File: config.mk
export PLATFORM = sky130hd
export DESIGN_NAME = pecl_regs
export DESIGN_NICKNAME = d
export VERILOG_FILES = /design/src/pecl_pkg.sv /design/src/pecl_pw_if.sv /design/src/pecl_lock.sv /design/src/pecl_regs.sv
export SDC_FILE = /design/constraint.sdc
export NUM_CORES = 1
export LEC_CHECK = 0
export BUFFER_PORTS_ARGS = -buffer_cell sky130_fd_sc_hd__clkbuf_2
export CELL_PAD_IN_SITES_DETAIL_PLACEMENT = 1
export CELL_PAD_IN_SITES_GLOBAL_PLACEMENT = 2
export CORE_MARGIN = 5
export CORE_UTILIZATION = 23
export DETAILED_ROUTE_END_ITERATION = 10
export PLACE_DENSITY_LB_ADDON = 0.1
export SYNTH_ARGS = -nofsm -noshare
export SYNTH_HDL_FRONTEND = slang
export SYNTH_HIERARCHICAL = 1
export SYNTH_SLANG_ARGS = --single-unit
File: constraint.sdc
create_clock -name ref_clk_in -period 5.2 [get_ports ref_clk_in]
set_input_delay 0 -clock ref_clk_in [delete_from_list [all_inputs] [get_ports ref_clk_in]]
set_output_delay 0 -clock ref_clk_in [all_outputs]
set_load 0.05 [all_outputs]
File: src/pecl_pkg.sv
/*
 * Constants for the auxiliary edge, output disable, commit, password and filter gain registers.
 * Assumes a 100 MHz system clock and a 32-bit Avalon-MM slave port with byte addressing.
 */
package pecl_pkg;
	// Register indices; byte address is four times the index
	localparam logic [6:0] IDX_AUX_FALL_HIGH = 7'h5B;
	localparam logic [6:0] IDX_AUX_FALL_SET = 7'h5C;
	localparam logic [6:0] IDX_OUT_DISABLE = 7'h5D;
	localparam logic [6:0] IDX_PASSWORD = 7'h5E;
	localparam logic [6:0] IDX_SS_GAIN = 7'h5F;
	localparam logic [6:0] IDX_LF_GAIN = 7'h60;
	localparam int ADDR_W = 9;
	localparam int DATA_W = 32;
	localparam int TIME_W = 12;
	localparam int DRIVE_N = 7;
	// Field positions in the falling edge setting register
	localparam int SET_LSB_HI = 7;
	localparam int SET_LSB_LO = 4;
	localparam int SET_MOD_EN = 3;
	localparam int SET_SIGN = 2;
	localparam int SET_REG_AUX = 1;
	// Field positions in the disable register; bits 7..1 map onto drive 6..0
	localparam int DIS_COMMIT = 0;
	localparam int DRV_AUX = 6;
	// Reset values
	localparam logic [7:0] RST_AUX_FALL_HIGH = 8'h00;
	localparam logic [7:0] RST_AUX_FALL_SET = 8'h00;
	localparam logic [6:0] RST_OUT_DISABLE = 7'h00;
	localparam logic [1:0] RST_SS_GAIN = 2'h0;
	localparam logic [7:0] RST_LF_GAIN = 8'h00;
	// Power-on password before the first memory download; value is arbitrary
	localparam logic [7:0] RST_PASSWORD = 8'h00;
	// Timing and gain scaling
	localparam int CLK_MHZ = 100;
	localparam logic [15:0] EDGE_STEP_NS = 16'h0005;
	localparam logic [9:0] LF_STEP_DDB = 10'h003;
	localparam logic [9:0] LF_SPAN_DDB = 10'h0C8;
	typedef enum logic [1:0] {
		PECL_LOCKED = 2'b00,
		PECL_ONE_MATCH = 2'b01,
		PECL_UNLOCKED = 2'b10
	} pecl_lock_t;
endpackage

File: src/pecl_pw_if.sv
/*
 * Carrier between the register bank and the password lock.
 * Assumes both ends run on the same clock.
 */
`timescale 1ns/100ps
`default_nettype none
interface pecl_pw_if;
	logic wr;
	logic [7:0] data;
	logic load;
	logic [7:0] load_pw;
	logic unlocked;
	modport ctl (output wr, output data, output load, output load_pw, input unlocked);
	modport lock (input wr, input data, input load, input load_pw, output unlocked);
endinterface
`default_nettype wire

File: src/pecl_lock.sv
/*
 * Password lock for the nonvolatile memory.
 * Assumes write and load strobes are single-cycle pulses on the system clock.
 */
`timescale 1ns/100ps
`default_nettype none
module pecl_lock
	import pecl_pkg::*;
(
	input wire logic ref_clk_in,
	input wire logic nrst_in,
	pecl_pw_if.lock pw
);
	pecl_lock_t state_reg, state_next;
	logic [7:0] pw_reg, pw_next;
	logic unlocked_reg, unlocked_next;

	always_comb begin
		state_next = state_reg;
		pw_next = pw_reg;
		if (pw.load) begin
			// Download wins over a coincident write and always relocks
			pw_next = pw.load_pw; // RQ11
			state_next = PECL_LOCKED; // RQ11
		end else if (pw.wr) begin
			if (pw.data != pw_reg) begin
				state_next = PECL_LOCKED; // RQ13
			end else begin
				unique case (state_reg)
					PECL_LOCKED: state_next = PECL_ONE_MATCH; // RQ12
					PECL_ONE_MATCH: state_next = PECL_UNLOCKED; // RQ12
					PECL_UNLOCKED: state_next = PECL_UNLOCKED;
					default: state_next = PECL_LOCKED;
				endcase
			end
		end
		unlocked_next = (state_next == PECL_UNLOCKED);
	end

	always_ff @(posedge ref_clk_in or negedge nrst_in) begin
		if (!nrst_in) begin
			state_reg <= PECL_LOCKED;
			pw_reg <= RST_PASSWORD;
			unlocked_reg <= 1'b0;
		end else begin
			state_reg <= state_next;
			pw_reg <= pw_next;
			unlocked_reg <= unlocked_next;
		end
	end

	assign pw.unlocked = unlocked_reg;
endmodule
`default_nettype wire

File: src/pecl_regs.sv
/*
 * Register bank for the auxiliary falling edge, output disables, commit, password and loop gains.
 * Assumes a 32-bit Avalon-MM master that holds each request until waitrequest is low,
 * drive inputs that are active high, and a loop modulation word on the system clock.
 */
`timescale 1ns/100ps
`default_nettype none
// What this block does
// RQ1: Falling edge time is eight high plus four bits.
// RQ2: Each time step moves edge by 5 ns.
// RQ3: Modulate enable bit lets loop shift edge.
// RQ4: Sign bit chooses later or earlier shift.
// RQ5: Regulate bit set: loop uses auxiliary, blanking synced.
// RQ6: Regulate bit clear: loop uses main and rectifiers.
// RQ7: Software keeps reserved bit zero.
// RQ8: One disable bit per output, fixed order.
// RQ9: Commit bit latches staged timing registers together.
// RQ10: Commit also applies pending third voltage setting.
// RQ11: Password write-only, starts locked, reloaded on download.
// RQ12: Two matching password writes unlock memory.
// RQ13: Any mismatching password write relocks memory.
// RQ14: Soft start gain code selects 1, 2, 4, 8.
// RQ15: Low-frequency gain rises 0.3 dB per step; the code clamps lf_gain_ddb_out at LF_SPAN_DDB from code 67 up.
// RQ16: Disabled output held inactive regardless of timing.
module pecl_regs
	import pecl_pkg::*;
(
	// Clock and reset
	input wire logic ref_clk_in,
	input wire logic nrst_in,
	// Avalon-MM slave
	input wire logic [pecl_pkg::ADDR_W-1:0] avs_address_in,
	input wire logic avs_read_in,
	input wire logic avs_write_in,
	input wire logic [pecl_pkg::DATA_W-1:0] avs_writedata_in,
	input wire logic [3:0] avs_byteenable_in,
	output logic [pecl_pkg::DATA_W-1:0] avs_readdata_out,
	output logic avs_waitrequest_out,
	// Loop and raw PWM drives
	input wire logic [pecl_pkg::TIME_W-1:0] loop_mod_in,
	input wire logic [pecl_pkg::DRIVE_N-1:0] drive_raw_in,
	// Memory download
	input wire logic nvm_load_in,
	input wire logic [7:0] nvm_password_in,
	// Auxiliary falling edge
	output logic [pecl_pkg::TIME_W-1:0] aux_fall_edge_time_out,
	output logic [15:0] aux_fall_delay_ns_out,
	output logic [pecl_pkg::TIME_W-1:0] aux_fall_edge_mod_out,
	output logic regulate_aux_out,
	output logic regulate_main_out,
	output logic blank_sync_aux_out,
	// Gated drives and commit
	output logic [pecl_pkg::DRIVE_N-1:0] drive_out,
	output logic commit_out,
	// Filter gains and lock
	output logic [3:0] ss_gain_out,
	output logic [7:0] lf_gain_code_out,
	output logic [9:0] lf_gain_ddb_out,
	output logic nvm_unlocked_out
);
	pecl_pw_if pw_bus();

	pecl_lock u_lock (
		.ref_clk_in(ref_clk_in),
		.nrst_in(nrst_in),
		.pw(pw_bus.lock)
	);

	// Bus slave: one wait cycle, then the answer
	logic wait_reg, wait_next;
	logic [DATA_W-1:0] rdata_reg, rdata_next;
	logic [6:0] idx;
	logic aligned;
	logic wr_take;
	logic [7:0] wbyte;

	assign idx = avs_address_in[ADDR_W-1:2];
	assign aligned = (avs_address_in[1:0] == 2'h0);
	assign wr_take = avs_write_in && !wait_reg && avs_byteenable_in[0] && aligned;
	assign wbyte = avs_writedata_in[7:0];

	// Staged and active configuration
	logic [7:0] high_reg, high_next;
	logic [7:0] set_reg, set_next;
	logic [6:0] dis_reg, dis_next;
	logic [1:0] ss_reg, ss_next;
	logic [7:0] lf_reg, lf_next;
	logic [TIME_W-1:0] act_time_reg, act_time_next;
	logic [3:0] act_flags_reg, act_flags_next;
	logic [6:0] act_dis_reg, act_dis_next;
	logic commit_reg, commit_next;
	logic commit_take;
	logic pw_wr_reg, pw_wr_next;
	logic [7:0] pw_data_reg, pw_data_next;

	assign commit_take = wr_take && idx == IDX_OUT_DISABLE && wbyte[DIS_COMMIT];

	always_comb begin
		wait_next = 1'b1;
		rdata_next = rdata_reg;
		if ((avs_read_in || avs_write_in) && wait_reg) begin
			wait_next = 1'b0;
		end
		if (avs_read_in && wait_reg) begin
			rdata_next = '0;
			if (aligned) begin
				unique case (idx)
					IDX_AUX_FALL_HIGH: rdata_next[7:0] = high_reg;
					IDX_AUX_FALL_SET: rdata_next[7:0] = set_reg;
					// Commit bit is write-only and reads zero
					IDX_OUT_DISABLE: rdata_next[7:0] = {dis_reg, 1'b0};
					IDX_SS_GAIN: rdata_next[7:0] = {6'h00, ss_reg};
					IDX_LF_GAIN: rdata_next[7:0] = lf_reg;
					// Password and unmapped words read zero
					default: rdata_next = '0;
				endcase
			end
		end
	end

	always_ff @(posedge ref_clk_in or negedge nrst_in) begin
		if (!nrst_in) begin
			wait_reg <= 1'b1;
			rdata_reg <= '0;
		end else begin
			wait_reg <= wait_next;
			rdata_reg <= rdata_next;
		end
	end

	always_comb begin
		high_next = high_reg;
		set_next = set_reg;
		dis_next = dis_reg;
		ss_next = ss_reg;
		lf_next = lf_reg;
		pw_wr_next = 1'b0;
		pw_data_next = pw_data_reg;
		act_time_next = act_time_reg;
		act_flags_next = act_flags_reg;
		act_dis_next = act_dis_reg;
		commit_next = 1'b0;
		if (wr_take) begin
			unique case (idx)
				IDX_AUX_FALL_HIGH: high_next = wbyte;
				// Reserved bit 0 is stored as written; software keeps it zero
				IDX_AUX_FALL_SET: set_next = wbyte; // RQ7
				IDX_OUT_DISABLE: dis_next = wbyte[7:1]; // RQ8
				IDX_PASSWORD: begin
					pw_wr_next = 1'b1; // RQ11
					pw_data_next = wbyte;
				end
				IDX_SS_GAIN: ss_next = wbyte[1:0];
				IDX_LF_GAIN: lf_next = wbyte;
				default: begin
				end
			endcase
		end
		// Active copy moves only on commit, so a retimed edge never mixes old and new halves
		if (commit_take) begin
			act_time_next = {high_reg, set_reg[SET_LSB_HI:SET_LSB_LO]}; // RQ1 RQ9
			act_flags_next = set_reg[3:0]; // RQ9
			act_dis_next = wbyte[7:1]; // RQ9
			commit_next = 1'b1; // RQ10
		end
	end

	always_ff @(posedge ref_clk_in or negedge nrst_in) begin
		if (!nrst_in) begin
			high_reg <= RST_AUX_FALL_HIGH;
			set_reg <= RST_AUX_FALL_SET;
			dis_reg <= RST_OUT_DISABLE;
			ss_reg <= RST_SS_GAIN;
			lf_reg <= RST_LF_GAIN;
			pw_wr_reg <= 1'b0;
			pw_data_reg <= 8'h00;
			act_time_reg <= {RST_AUX_FALL_HIGH, RST_AUX_FALL_SET[SET_LSB_HI:SET_LSB_LO]};
			act_flags_reg <= RST_AUX_FALL_SET[3:0];
			act_dis_reg <= RST_OUT_DISABLE;
			commit_reg <= 1'b0;
		end else begin
			high_reg <= high_next;
			set_reg <= set_next;
			dis_reg <= dis_next;
			ss_reg <= ss_next;
			lf_reg <= lf_next;
			pw_wr_reg <= pw_wr_next;
			pw_data_reg <= pw_data_next;
			act_time_reg <= act_time_next;
			act_flags_reg <= act_flags_next;
			act_dis_reg <= act_dis_next;
			commit_reg <= commit_next;
		end
	end

	assign pw_bus.wr = pw_wr_reg;
	assign pw_bus.data = pw_data_reg;
	assign pw_bus.load = nvm_load_in;
	assign pw_bus.load_pw = nvm_password_in;

	// Output stage, all registered
	logic [TIME_W-1:0] time_q, time_d;
	logic [15:0] ns_q, ns_d;
	logic [TIME_W-1:0] mod_q, mod_d;
	logic reg_aux_q, reg_aux_d;
	logic [6:0] drv_q, drv_d;
	logic [3:0] ssg_q, ssg_d;
	logic [9:0] ddb_q, ddb_d;
	logic [TIME_W:0] mod_sum;
	logic [TIME_W:0] mod_diff;
	logic [9:0] ddb_raw;

	assign mod_sum = {1'b0, act_time_reg} + {1'b0, loop_mod_in};
	assign mod_diff = {1'b0, act_time_reg} - {1'b0, loop_mod_in};
	assign ddb_raw = 10'({2'h0, lf_reg} * LF_STEP_DDB);

	always_comb begin
		time_d = act_time_reg;
		ns_d = 16'({4'h0, act_time_reg} * EDGE_STEP_NS); // RQ2
		mod_d = act_time_reg; // RQ3
		if (act_flags_reg[SET_MOD_EN]) begin
			// Saturate instead of wrapping so the edge cannot jump across the period
			if (act_flags_reg[SET_SIGN]) begin
				mod_d = mod_sum[TIME_W] ? {TIME_W{1'b1}} : mod_sum[TIME_W-1:0]; // RQ4
			end else begin
				mod_d = mod_diff[TIME_W] ? '0 : mod_diff[TIME_W-1:0]; // RQ4
			end
		end
		reg_aux_d = act_flags_reg[SET_REG_AUX]; // RQ5 RQ6
		ssg_d = 4'(4'h1 << ss_reg); // RQ14
		ddb_d = (ddb_raw > LF_SPAN_DDB) ? LF_SPAN_DDB : ddb_raw; // RQ15
	end

	// Disabled drives are forced low whatever the edge generator does
	genvar gi;
	generate
		for (gi = 0; gi < DRIVE_N; gi++) begin : g_drive
			assign drv_d[gi] = drive_raw_in[gi] && !act_dis_reg[gi]; // RQ8 RQ16
		end
	endgenerate

	always_ff @(posedge ref_clk_in or negedge nrst_in) begin
		if (!nrst_in) begin
			time_q <= '0;
			ns_q <= 16'h0000;
			mod_q <= '0;
			reg_aux_q <= 1'b0;
			drv_q <= 7'h00;
			ssg_q <= 4'h1;
			ddb_q <= 10'h000;
		end else begin
			time_q <= time_d;
			ns_q <= ns_d;
			mod_q <= mod_d;
			reg_aux_q <= reg_aux_d;
			drv_q <= drv_d;
			ssg_q <= ssg_d;
			ddb_q <= ddb_d;
		end
	end

	logic reg_main_q;
	logic blank_q;
	always_ff @(posedge ref_clk_in or negedge nrst_in) begin
		if (!nrst_in) begin
			reg_main_q <= 1'b1;
			blank_q <= 1'b0;
		end else begin
			reg_main_q <= !reg_aux_d; // RQ6
			blank_q <= reg_aux_d; // RQ5
		end
	end

	assign avs_readdata_out = rdata_reg;
	assign avs_waitrequest_out = wait_reg;
	assign aux_fall_edge_time_out = time_q;
	assign aux_fall_delay_ns_out = ns_q;
	assign aux_fall_edge_mod_out = mod_q;
	assign regulate_aux_out = reg_aux_q;
	assign regulate_main_out = reg_main_q;
	assign blank_sync_aux_out = blank_q;
	assign drive_out = drv_q;
	assign commit_out = commit_reg;
	assign ss_gain_out = ssg_q;
	assign lf_gain_code_out = lf_reg;
	assign lf_gain_ddb_out = ddb_q;
	assign nvm_unlocked_out = pw_bus.unlocked;
endmodule
`default_nettype wire

* Yosys cells after proc, flatten, opt, wreduce, memory -nomap -nowiden
Cells that the tools add are included.
** Word-level totals
- Flip-flop bits (word level) :: 172
- Input bits :: 77
- Output and inout bits :: 107
- Word-level logic and storage cells :: 88
** Cells by class
- Add/sub/neg operators :: 2
- $mul :: 2
- Order comparisons :: 1
- Equality and inequality tests :: 10
- Shifts and indexed selects :: 1
- Multiplexer cells :: 15
- Reductions and logical operators :: 33
** Operator list (count)
- $mux 12 :: 4
- $eq 7x7->1 const B :: 6
- $pmux 8 s5 :: 1
- $mul 12x3->15 const B :: 1
- $logic_and 1x1->1 :: 14
- $add 12x12->13 :: 1
- $sub 12x12->13 :: 1
- $reduce_and 2->1 :: 6
- $gt 10x8->1 const B :: 1
- $mul 8x2->10 const B :: 1
- $mux 10 :: 1
- $logic_not 1->1 :: 9
- $mux 8 :: 1
- $ne 8x8->1 :: 1
- $mux 2 :: 3
- $eq 2x2->1 const B :: 2
- $logic_not 2->1 :: 2
- $mux 1 :: 4
- $pmux 2 s2 :: 1
- $shl 1x2->4 const A :: 1
- $eq 2x1->1 const B :: 1
- $reduce_or 2->1 :: 1
- $logic_or 1x1->1 :: 1

* Longest topological paths before layout
Gate-level depths: netlist of the first run.
- Depth after elaboration :: 7
- Gate-level depth with buffers :: 11
- Gate-level depth less buffers :: 11

* Cells and area by module
Netlist of the first run, hierarchy kept.
** Modules (own cells, without submodules)
- pecl_regs :: instances 1, cells an instance 646, area an instance 7156.9 um2, sequential area each 3357.0 um2
- pecl_lock :: instances 1, cells an instance 40, area an instance 534.3 um2, sequential area each 275.3 um2

* Least setup slack after synthesis of the first run
Ideal clock, no wire load.
- Path kind :: register to register
- From :: register act_time_reg[0]
- To :: register mod_q[7], in the netlist aux_fall_edge_mod_out[7]
- Library setup time :: 0.125 ns
- Data arrival time :: 2.570 ns
- Data required time :: 5.075 ns
- Setup slack :: 2.505 ns
- Stages on the path, launching flop included :: 12
- Buffers on the path :: 0
- Clock period less this slack :: 2.695 ns
- Cells stage by stage :: dfrtp_1 inv_1 ha_1 inv_1 fa_1 a21o_1 a311o_1 a211oi_2 o21bai_2 a211oi_4 a311oi_1 mux2_4
** Between the ends
- Word-level cells in the longest chain between the ends :: 4
- Elaborated cells between the ends (all ways) :: 6
- Classes of those cells :: add/sub (2); mux (4)
** RTL lines
- start, declared :: line pecl_regs.sv:88 : logic [TIME_W-1:0] act_time_reg, act_time_next;
- start signal, assigned :: line pecl_regs.sv:177 : act_time_reg <= {RST_AUX_FALL_HIGH, RST_AUX_FALL_SET[SET_LSB_HI:SET_LSB_LO]};
- start signal, assigned :: line pecl_regs.sv:189 : act_time_reg <= act_time_next;
- $sub 12x12->13 / $add 12x12->13 (equally long branches) :: line pecl_regs.sv:214, pecl_regs.sv:213
- $mux 12 (on tied branches) :: line pecl_regs.sv:226, pecl_regs.sv:224
- $mux 12 (*) :: line pecl_regs.sv:223 : if (act_flags_reg[SET_SIGN]) begin
- $mux 12 (*) :: line pecl_regs.sv:221 : if (act_flags_reg[SET_MOD_EN]) begin
- net mod_d[7] :: line pecl_regs.sv:204 : logic [TIME_W-1:0] mod_q, mod_d;
- end signal, assigned :: line pecl_regs.sv:254 : mod_q <= mod_d;
- end, declared :: line pecl_regs.sv:204
The timed path passes the listed nets; every way through them passes the cells marked *.
A chain may end at the register's enable or synchronous reset.

* Worst setup path after layout of the first run
Ends and elaborated chain as after synthesis.

==> results of run 1 <==
## what timing repair did
item	4_1_cts	5_1_grt
buffers inserted	0	0
endpoints found under the hold margin	135	0
hold buffers	23	0
resized for setup	0	0
## area by class of cell
| cell class | count | area (µm²) |
|---|---|---|
| fillers | 3762 | 23630 |
| multi-input cells | 484 | 3721 |
| flip-flops and latches | 145 | 3632 |
| repair buffers | 158 | 922.1 |
| well taps | 448 | 560.5 |
| clock buffers | 17 | 425.4 |
| clock inverters | 14 | 251.5 |
| inverters | 38 | 142.6 |
## cell families after synthesis
family          after synthesis  synth area share [%]
compound gates              141                 12.90
buf+inv                      83                 5.661
mux                          74                 10.82
flops                       145                 47.23
fa+ha+maj                    59                 9.989
other cells                   1               0.04876
xor+xnor                     26                 2.961
simple gates                157                 10.40
## worst max-delay path: stages (launching register included)
cell and delay, ps:
dfrtp_1 430, inv_1 140, ha_1 170, inv_1 50, fa_1 400, a21o_1 220, a311o_1 400, a211oi_2 330
o21bai_2 120, a211oi_4 380, a311oi_1 80, mux2_4 310
## cells in the final DEF (no fill, tap or decap), types with 6 or more instances in the layout
cell / Yosys / final
a222oi_1: 6 / 6
inv_1: 37 / 37
a22o_1: 9 / 9
bufinv_16: 0 / 6
o21bai_1: 6 / 6
clkbuf_2: 0 / 130
conb_1: 1 / 27
nand2_1: 39 / 39
nor2b_1: 18 / 18
a21o_1: 6 / 6
clkbuf_16: 0 / 17
o21a_1: 8 / 8
mux2_2: 69 / 69
ha_1: 55 / 55
dlygate4sd3_1: 0 / 23
o21ai_0: 19 / 19
nor2_1: 40 / 40
dfrtp_1: 142 / 142
a21oi_1: 41 / 41
nand3_1: 14 / 14
nor3_1: 8 / 8
xnor2_1: 22 / 22
nand2b_1: 10 / 10
## metrics by stage
step	worst slack, ps	instance area [µm²]	total power, mW	hold WS [ps]
final	2047	9656	2.852	6.919
after global routing	1887	9656	2.970	9.373
after CTS	2013	9656	2.902	4.258
after detailed placement	2043	8748	1.430	189.8
after floorplan	2505	7789	1.351	-295.6
after global placement	2035	8748	1.427	164.2
## power by group
group,internal (mW),switching (mW)
combinational,0.0718,0.182
sequential,1.15,0.0134
clock,0.908,0.527
total,2.13,0.722
## routing by layer
layer	vias up	wire length (µm)	GRT usage, %
met5	-	0	0
met4	0	265	3.154
met3	19	958	2.551
met2	116	12170	22.50
met1	2917	10670	17.11
li1	2701	-	-
## final timing paths
check / endpoint / slack (ps) / startpoint / cells past startpoint
setup reg to reg: aux_fall_edge_mod_out[7]$_DFF_PN0_ / 2050 / act_time_reg[0]$_DFFE_PN0P_ / 11
max in group asynchronous: avs_waitrequest_out$_DFF_PN1_ / 3710 / nrst_in / 3
hold reg to reg: blank_sync_aux_out$_DFF_PN0_ / 380 / act_flags_reg[1]$_DFFE_PN0P_ / 0
min in group asynchronous: avs_readdata_out[0]$_DFFE_PN0P_ / 230 / nrst_in / 2
setup / recovery: aux_fall_edge_mod_out[7]$_DFF_PN0_ / 2050 / act_time_reg[0]$_DFFE_PN0P_ / 11
hold / removal: lf_gain_code_out[6]$_DFFE_PN0P_ / 7 / avs_writedata_in[6] / 2
==> flow_metrics.py, run 1 <==
metrics = {
    "global_routing": {
        "grt_pass1_wl_mm": 37.55,
        "gr-usage-all-layers_pct": 13.15,
        "antenna_found_initial": 0,
        "gr-total-overflow": 0,
        "grt_pass1_vias": 6338,
        "grt_max_degree": 104,
    },
    "cells_and_area": {
        "instances_no_fill": 1304,
        "fin_util_pct": 29.01,
        "drive_gt1_share_pct": 29.56,
        "nets": 980,
        "diodes": 0,
        "syn2layout_area_growth_pct": 25.54,
        "largest_reg_flops": 13,
    },
    "status": {
        "status": "finished, final reports clean",
    },
    "clock_tree": {
        "numCtsBuffers": 17,
        "cts.sinks": 145,
        "clockRootBuffer": "clkbuf_16",
        "cts-htree-levels": 4,
        "cts_tree": "built",
        "clkTransAtPathRegs_ps": 70,
        "clk_latency_ps": 430,
        "cts_buffer_depth": 2,
    },
    "floorplan": {
        "core_area_um2": 33280,
        "dieArea_um2": 37200,
        "io-pin-count": 184,
        "die_h_um": 192.9,
        "die_width_um": 192.9,
        "rows": 67,
        "start_util_pct": 23.11,
    },
    "power": {
        "p_leak_nw": 4.860,
        "ir_drop_mv": 0.1902,
        "p_per_area_nw_per_um2": 295.4,
    },
    "timing": {
        "hold_violations": 0,
        "timing.fmax_ghz": 0.3172,
        "slew-limit-headroom_pct": 31.10,
        "tightestPinTransition_ps": 1034,
        "period_needed_ps": 3153,
        "finalMaxSlewViolations": 0,
        "setup_tns_ps": 0,
        "fin_skew_ps": 9.519,
        "grt_setup_unrepaired": "false",
        "finalCritPeriodShare_pct": 60.63,
        "final-setup-viol-count": 0,
    },
    "place": {
        "port_buffers": 131,
        "gp_congestion": 0.7806,
        "hpwl_mm": 18.26,
        "dpl.cell_count": 1250,
    },
    "setup_path": {
        "cp_max_fo": 5,
        "setup.worst_path.end_class": "flop",
        "critical_path_class": "flop to flop",
        "worstPathArrival_ps": 3460,
        "required_ps": 5510,
        "startpoint_type": "flop",
    },
    "route": {
        "dr.pass1.iters": 4,
        "first_iter_violations": 252,
        "vias_per_cell": 4.412,
        "vias": 5753,
        "wirelength_mm": 24.06,
        "drcViolationCount": 0,
        "routedWlPerCell_um": 18.45,
        "antenna_left": 0,
    },
    "yosys": {
        "ys_warn_count": 6,
        "postSynthCellCount": 686,
        "syn_avg_cell_area_um2": 11.21,
        "synth_cell_type_count": 69,
        "ys_ff_latch": 145,
        "ys_top_cells_by_count": "142 x dfrtp_1, 69 x mux2_2, 55 x ha_1, 41 x a21oi_1, 40 x nor2_1",
        "ys_seq_area_share_pct": 47.23,
        "synth_ff_type": "dfrtp_1",
        "synthesis.area_um2": 7691,
        "yosysMostFrequentCell": "dfrtp_1",
        "synth_edf_count": 0,
        "synthTopCellsByArea": "dfrtp_1 46%, mux2_2 10%, ha_1 8.9%",
        "yosys.area.top_type_share_pct": 46.20,
        "synth_largest_area_cell": "dfrtp_1",
        "async_flop_share_pct": 100.0,
    },
    "worst_hold_path": {
        "hold_class": "input pin to flop",
    },
    "job": {
        "max_cap_violations": 0,
    },
}
(Power assumes the default switching activity.)
==> inputs of run 2 (changes only) <==
- clock period: 5.2 -> 3.2 ns (I/O delays scaled with it)
==> flow_metrics.py, run 2 (synthesized netlist as in run 1, its figures left out) <==
metrics = {
    "setup_path": {
        "regToRegSetupSlack_ps": 170,
        "r2r_cells": 11,
        "slowest_stage": "dfrtp_1",
        "critPathTopFamily": "compound AO/OA/AOI/OAI gates",
        "critical_path_class": "flop to flop",
        "crit_chain": "inv_1, ha_1, inv_1, fa_1, a21o_1, a311o_1, a211oi_4, o21bai_2, a211oi_4, a311oi_1, mux2_4",
        "setup.worst_path.end_class": "flop",
        "crit_start": "act_time_reg[0]$_DFFE_PN0P_",
        "cp_max_fo": 5,
        "required_ps": 3510,
        "r2r-end": "aux_fall_edge_mod_out[7]$_DFF_PN0_",
        "startpoint_type": "flop",
        "worstPathArrival_ps": 3340,
        "worst_path_largest_cell_delay_ps": 410,
        "crit_buf_inv": 2,
        "rr_startpoint": "act_time_reg[0]$_DFFE_PN0P_",
    },
    "global_routing": {
        "grt_pass1_vias": 6486,
        "gr-total-overflow": 0,
        "grt_max_degree": 83,
        "grt_pass1_wl_mm": 38.23,
        "antenna_found_initial": 1,
        "gr-usage-all-layers_pct": 13.56,
    },
    "floorplan": {
        "core_area_um2": 33280,
        "dieArea_um2": 37200,
        "start_util_pct": 23.11,
        "io-pin-count": 184,
        "rows": 67,
        "die_h_um": 192.9,
        "die_width_um": 192.9,
    },
    "route": {
        "wirelength_mm": 24.53,
        "vias": 5803,
        "antenna_left": 0,
        "routedWlPerCell_um": 18.50,
        "dr.pass1.iters": 6,
        "highest_layer": "met5",
        "wl_met1_mm": 10.90,
        "wl_met2_mm": 12.41,
        "drcViolationCount": 0,
        "first_iter_violations": 165,
        "wl_met3_um": 896,
        "vias_per_cell": 4.376,
    },
    "clock_tree": {
        "clockRootBuffer": "clkbuf_16",
        "cts_tree": "built",
        "post_cts_buffers": 0,
        "cts_buffer_depth": 2,
        "cts-htree-levels": 4,
        "clkTransAtPathRegs_ps": 70,
        "cts.sinks": 145,
        "clk_latency_ps": 440,
        "numCtsBuffers": 17,
    },
    "place": {
        "hpwl_mm": 18.86,
        "gp_congestion": 0.7835,
        "dp_slack_ps": 144.0,
        "port_buffers": 131,
    },
    "timing": {
        "setup_tns_ps": 0,
        "slew-limit-headroom_pct": 44.02,
        "timing.fmax_ghz": 0.3304,
        "fin_skew_ps": 8.086,
        "fin_ws_ps": 173.3,
        "grt_setup_unrepaired": "false",
        "hold_violations": 0,
        "finalCritPeriodShare_pct": 94.58,
        "period_needed_ps": 3027,
        "finalMaxSlewViolations": 0,
        "final-setup-viol-count": 0,
        "tightestPinTransition_ps": 837.6,
    },
    "cells_and_area": {
        "final_cell_mix": "142 x dfrtp_1, 130 x clkbuf_2, 69 x mux2_2",
        "multiInputGateArea_um2": 3729,
        "diodes": 0,
        "drive_gt1_share_pct": 31.21,
        "syn2layout_area_growth_pct": 26.48,
        "mostFrequentLayoutCell": "dfrtp_1",
        "n_fill_cell": 3770,
        "nets": 1001,
        "ff_latch_area_um2": 3632,
        "largest_reg_flops": 13,
    },
    "status": {
        "status": "finished, final reports clean",
    },
    "power": {
        "p_leak_nw": 4.928,
        "ir_drop_mv": 0.3550,
        "p_per_area_nw_per_um2": 438.7,
    },
    "job": {
        "max_cap_violations": 0,
    },
    "worst_hold_path": {
        "min_to": "set_reg[4]$_DFFE_PN0P_",
        "min_path_cells": 2,
        "hold_start": "avs_writedata_in[4]",
        "hold_class": "input pin to flop",
    },
}
run 2: cell count changes in the layout (fill, tap and decap cells not counted), sizes merged:
cell         change
buf             +20
bufinv           -6
inv              +4
clkinv           +3
dlygate4sd3      +1
run 2: final cells by class:
type | count | share of cell area [%]
inverter | 38 | 1.466
multi-input combinational | 484 | 38.33
sequential | 145 | 37.34
clock buffer | 17 | 4.373
clock inverter | 15 | 1.479
tap | 448 | 5.762
timing repair buffer | 179 | 11.25
run 2: timing repair:
| action | 4_1_cts | 5_1_grt |
|---|---|---|
| hold buffers | 24 | 0 |
| resized for setup | 0 | 1 |
| endpoints found under the hold margin | 119 | 0 |
| setup endpoints to repair | 0 | 2 |
run 2: layer usage:
layer	GRT usage, %	up-vias
li1	-	2746
met1	17.31	2934
met2	23.19	103
met3	2.677	18
met4	4.059	2
met5	0	-
run 2: how the worst max path moves through the flow:
stage | to | slack, ps | cells past startpoint
floorplan | aux_fall_edge_mod_out[7]$_DFF_PN0_ | 510 | 11
global placement | aux_fall_edge_mod_out[7]$_DFF_PN0_ | 190 | 11
detailed placement | aux_fall_edge_mod_out[7]$_DFF_PN0_ | 140 | 11
CTS | aux_fall_edge_mod_out[7]$_DFF_PN0_ | 110 | 11
global route | aux_fall_edge_mod_out[7]$_DFF_PN0_ | 30 | 11
finish | aux_fall_edge_mod_out[7]$_DFF_PN0_ | 170 | 11
run 2: report_power, final:
group / internal, mW / switching, mW / total (mW)
Sequential: 1.87 / 0.0202 / 1.89
Clock: 1.03 / 0.921 / 1.95
Combinational: 0.124 / 0.303 / 0.427
Total: 3.02 / 1.24 / 4.27
run 2: through the flow:
stage | cells | power (mW) | util [%] | area (µm²) | hold WS, ps
2_1_floorplan | 712 | 2.195 | - | 7789 | -295.6
3_3_place_gp | 1270 | 2.329 | 26.78 | 8911 | 83.80
3_5_place_dp | 1270 | 2.335 | 26.78 | 8911 | 99.10
4_1_cts | 1326 | 4.376 | 29.21 | 9721 | 3.028
5_1_grt | 1326 | 4.464 | 29.23 | 9728 | 7.599
6_report | 1326 | 4.267 | 29.23 | 9728 | 18.05
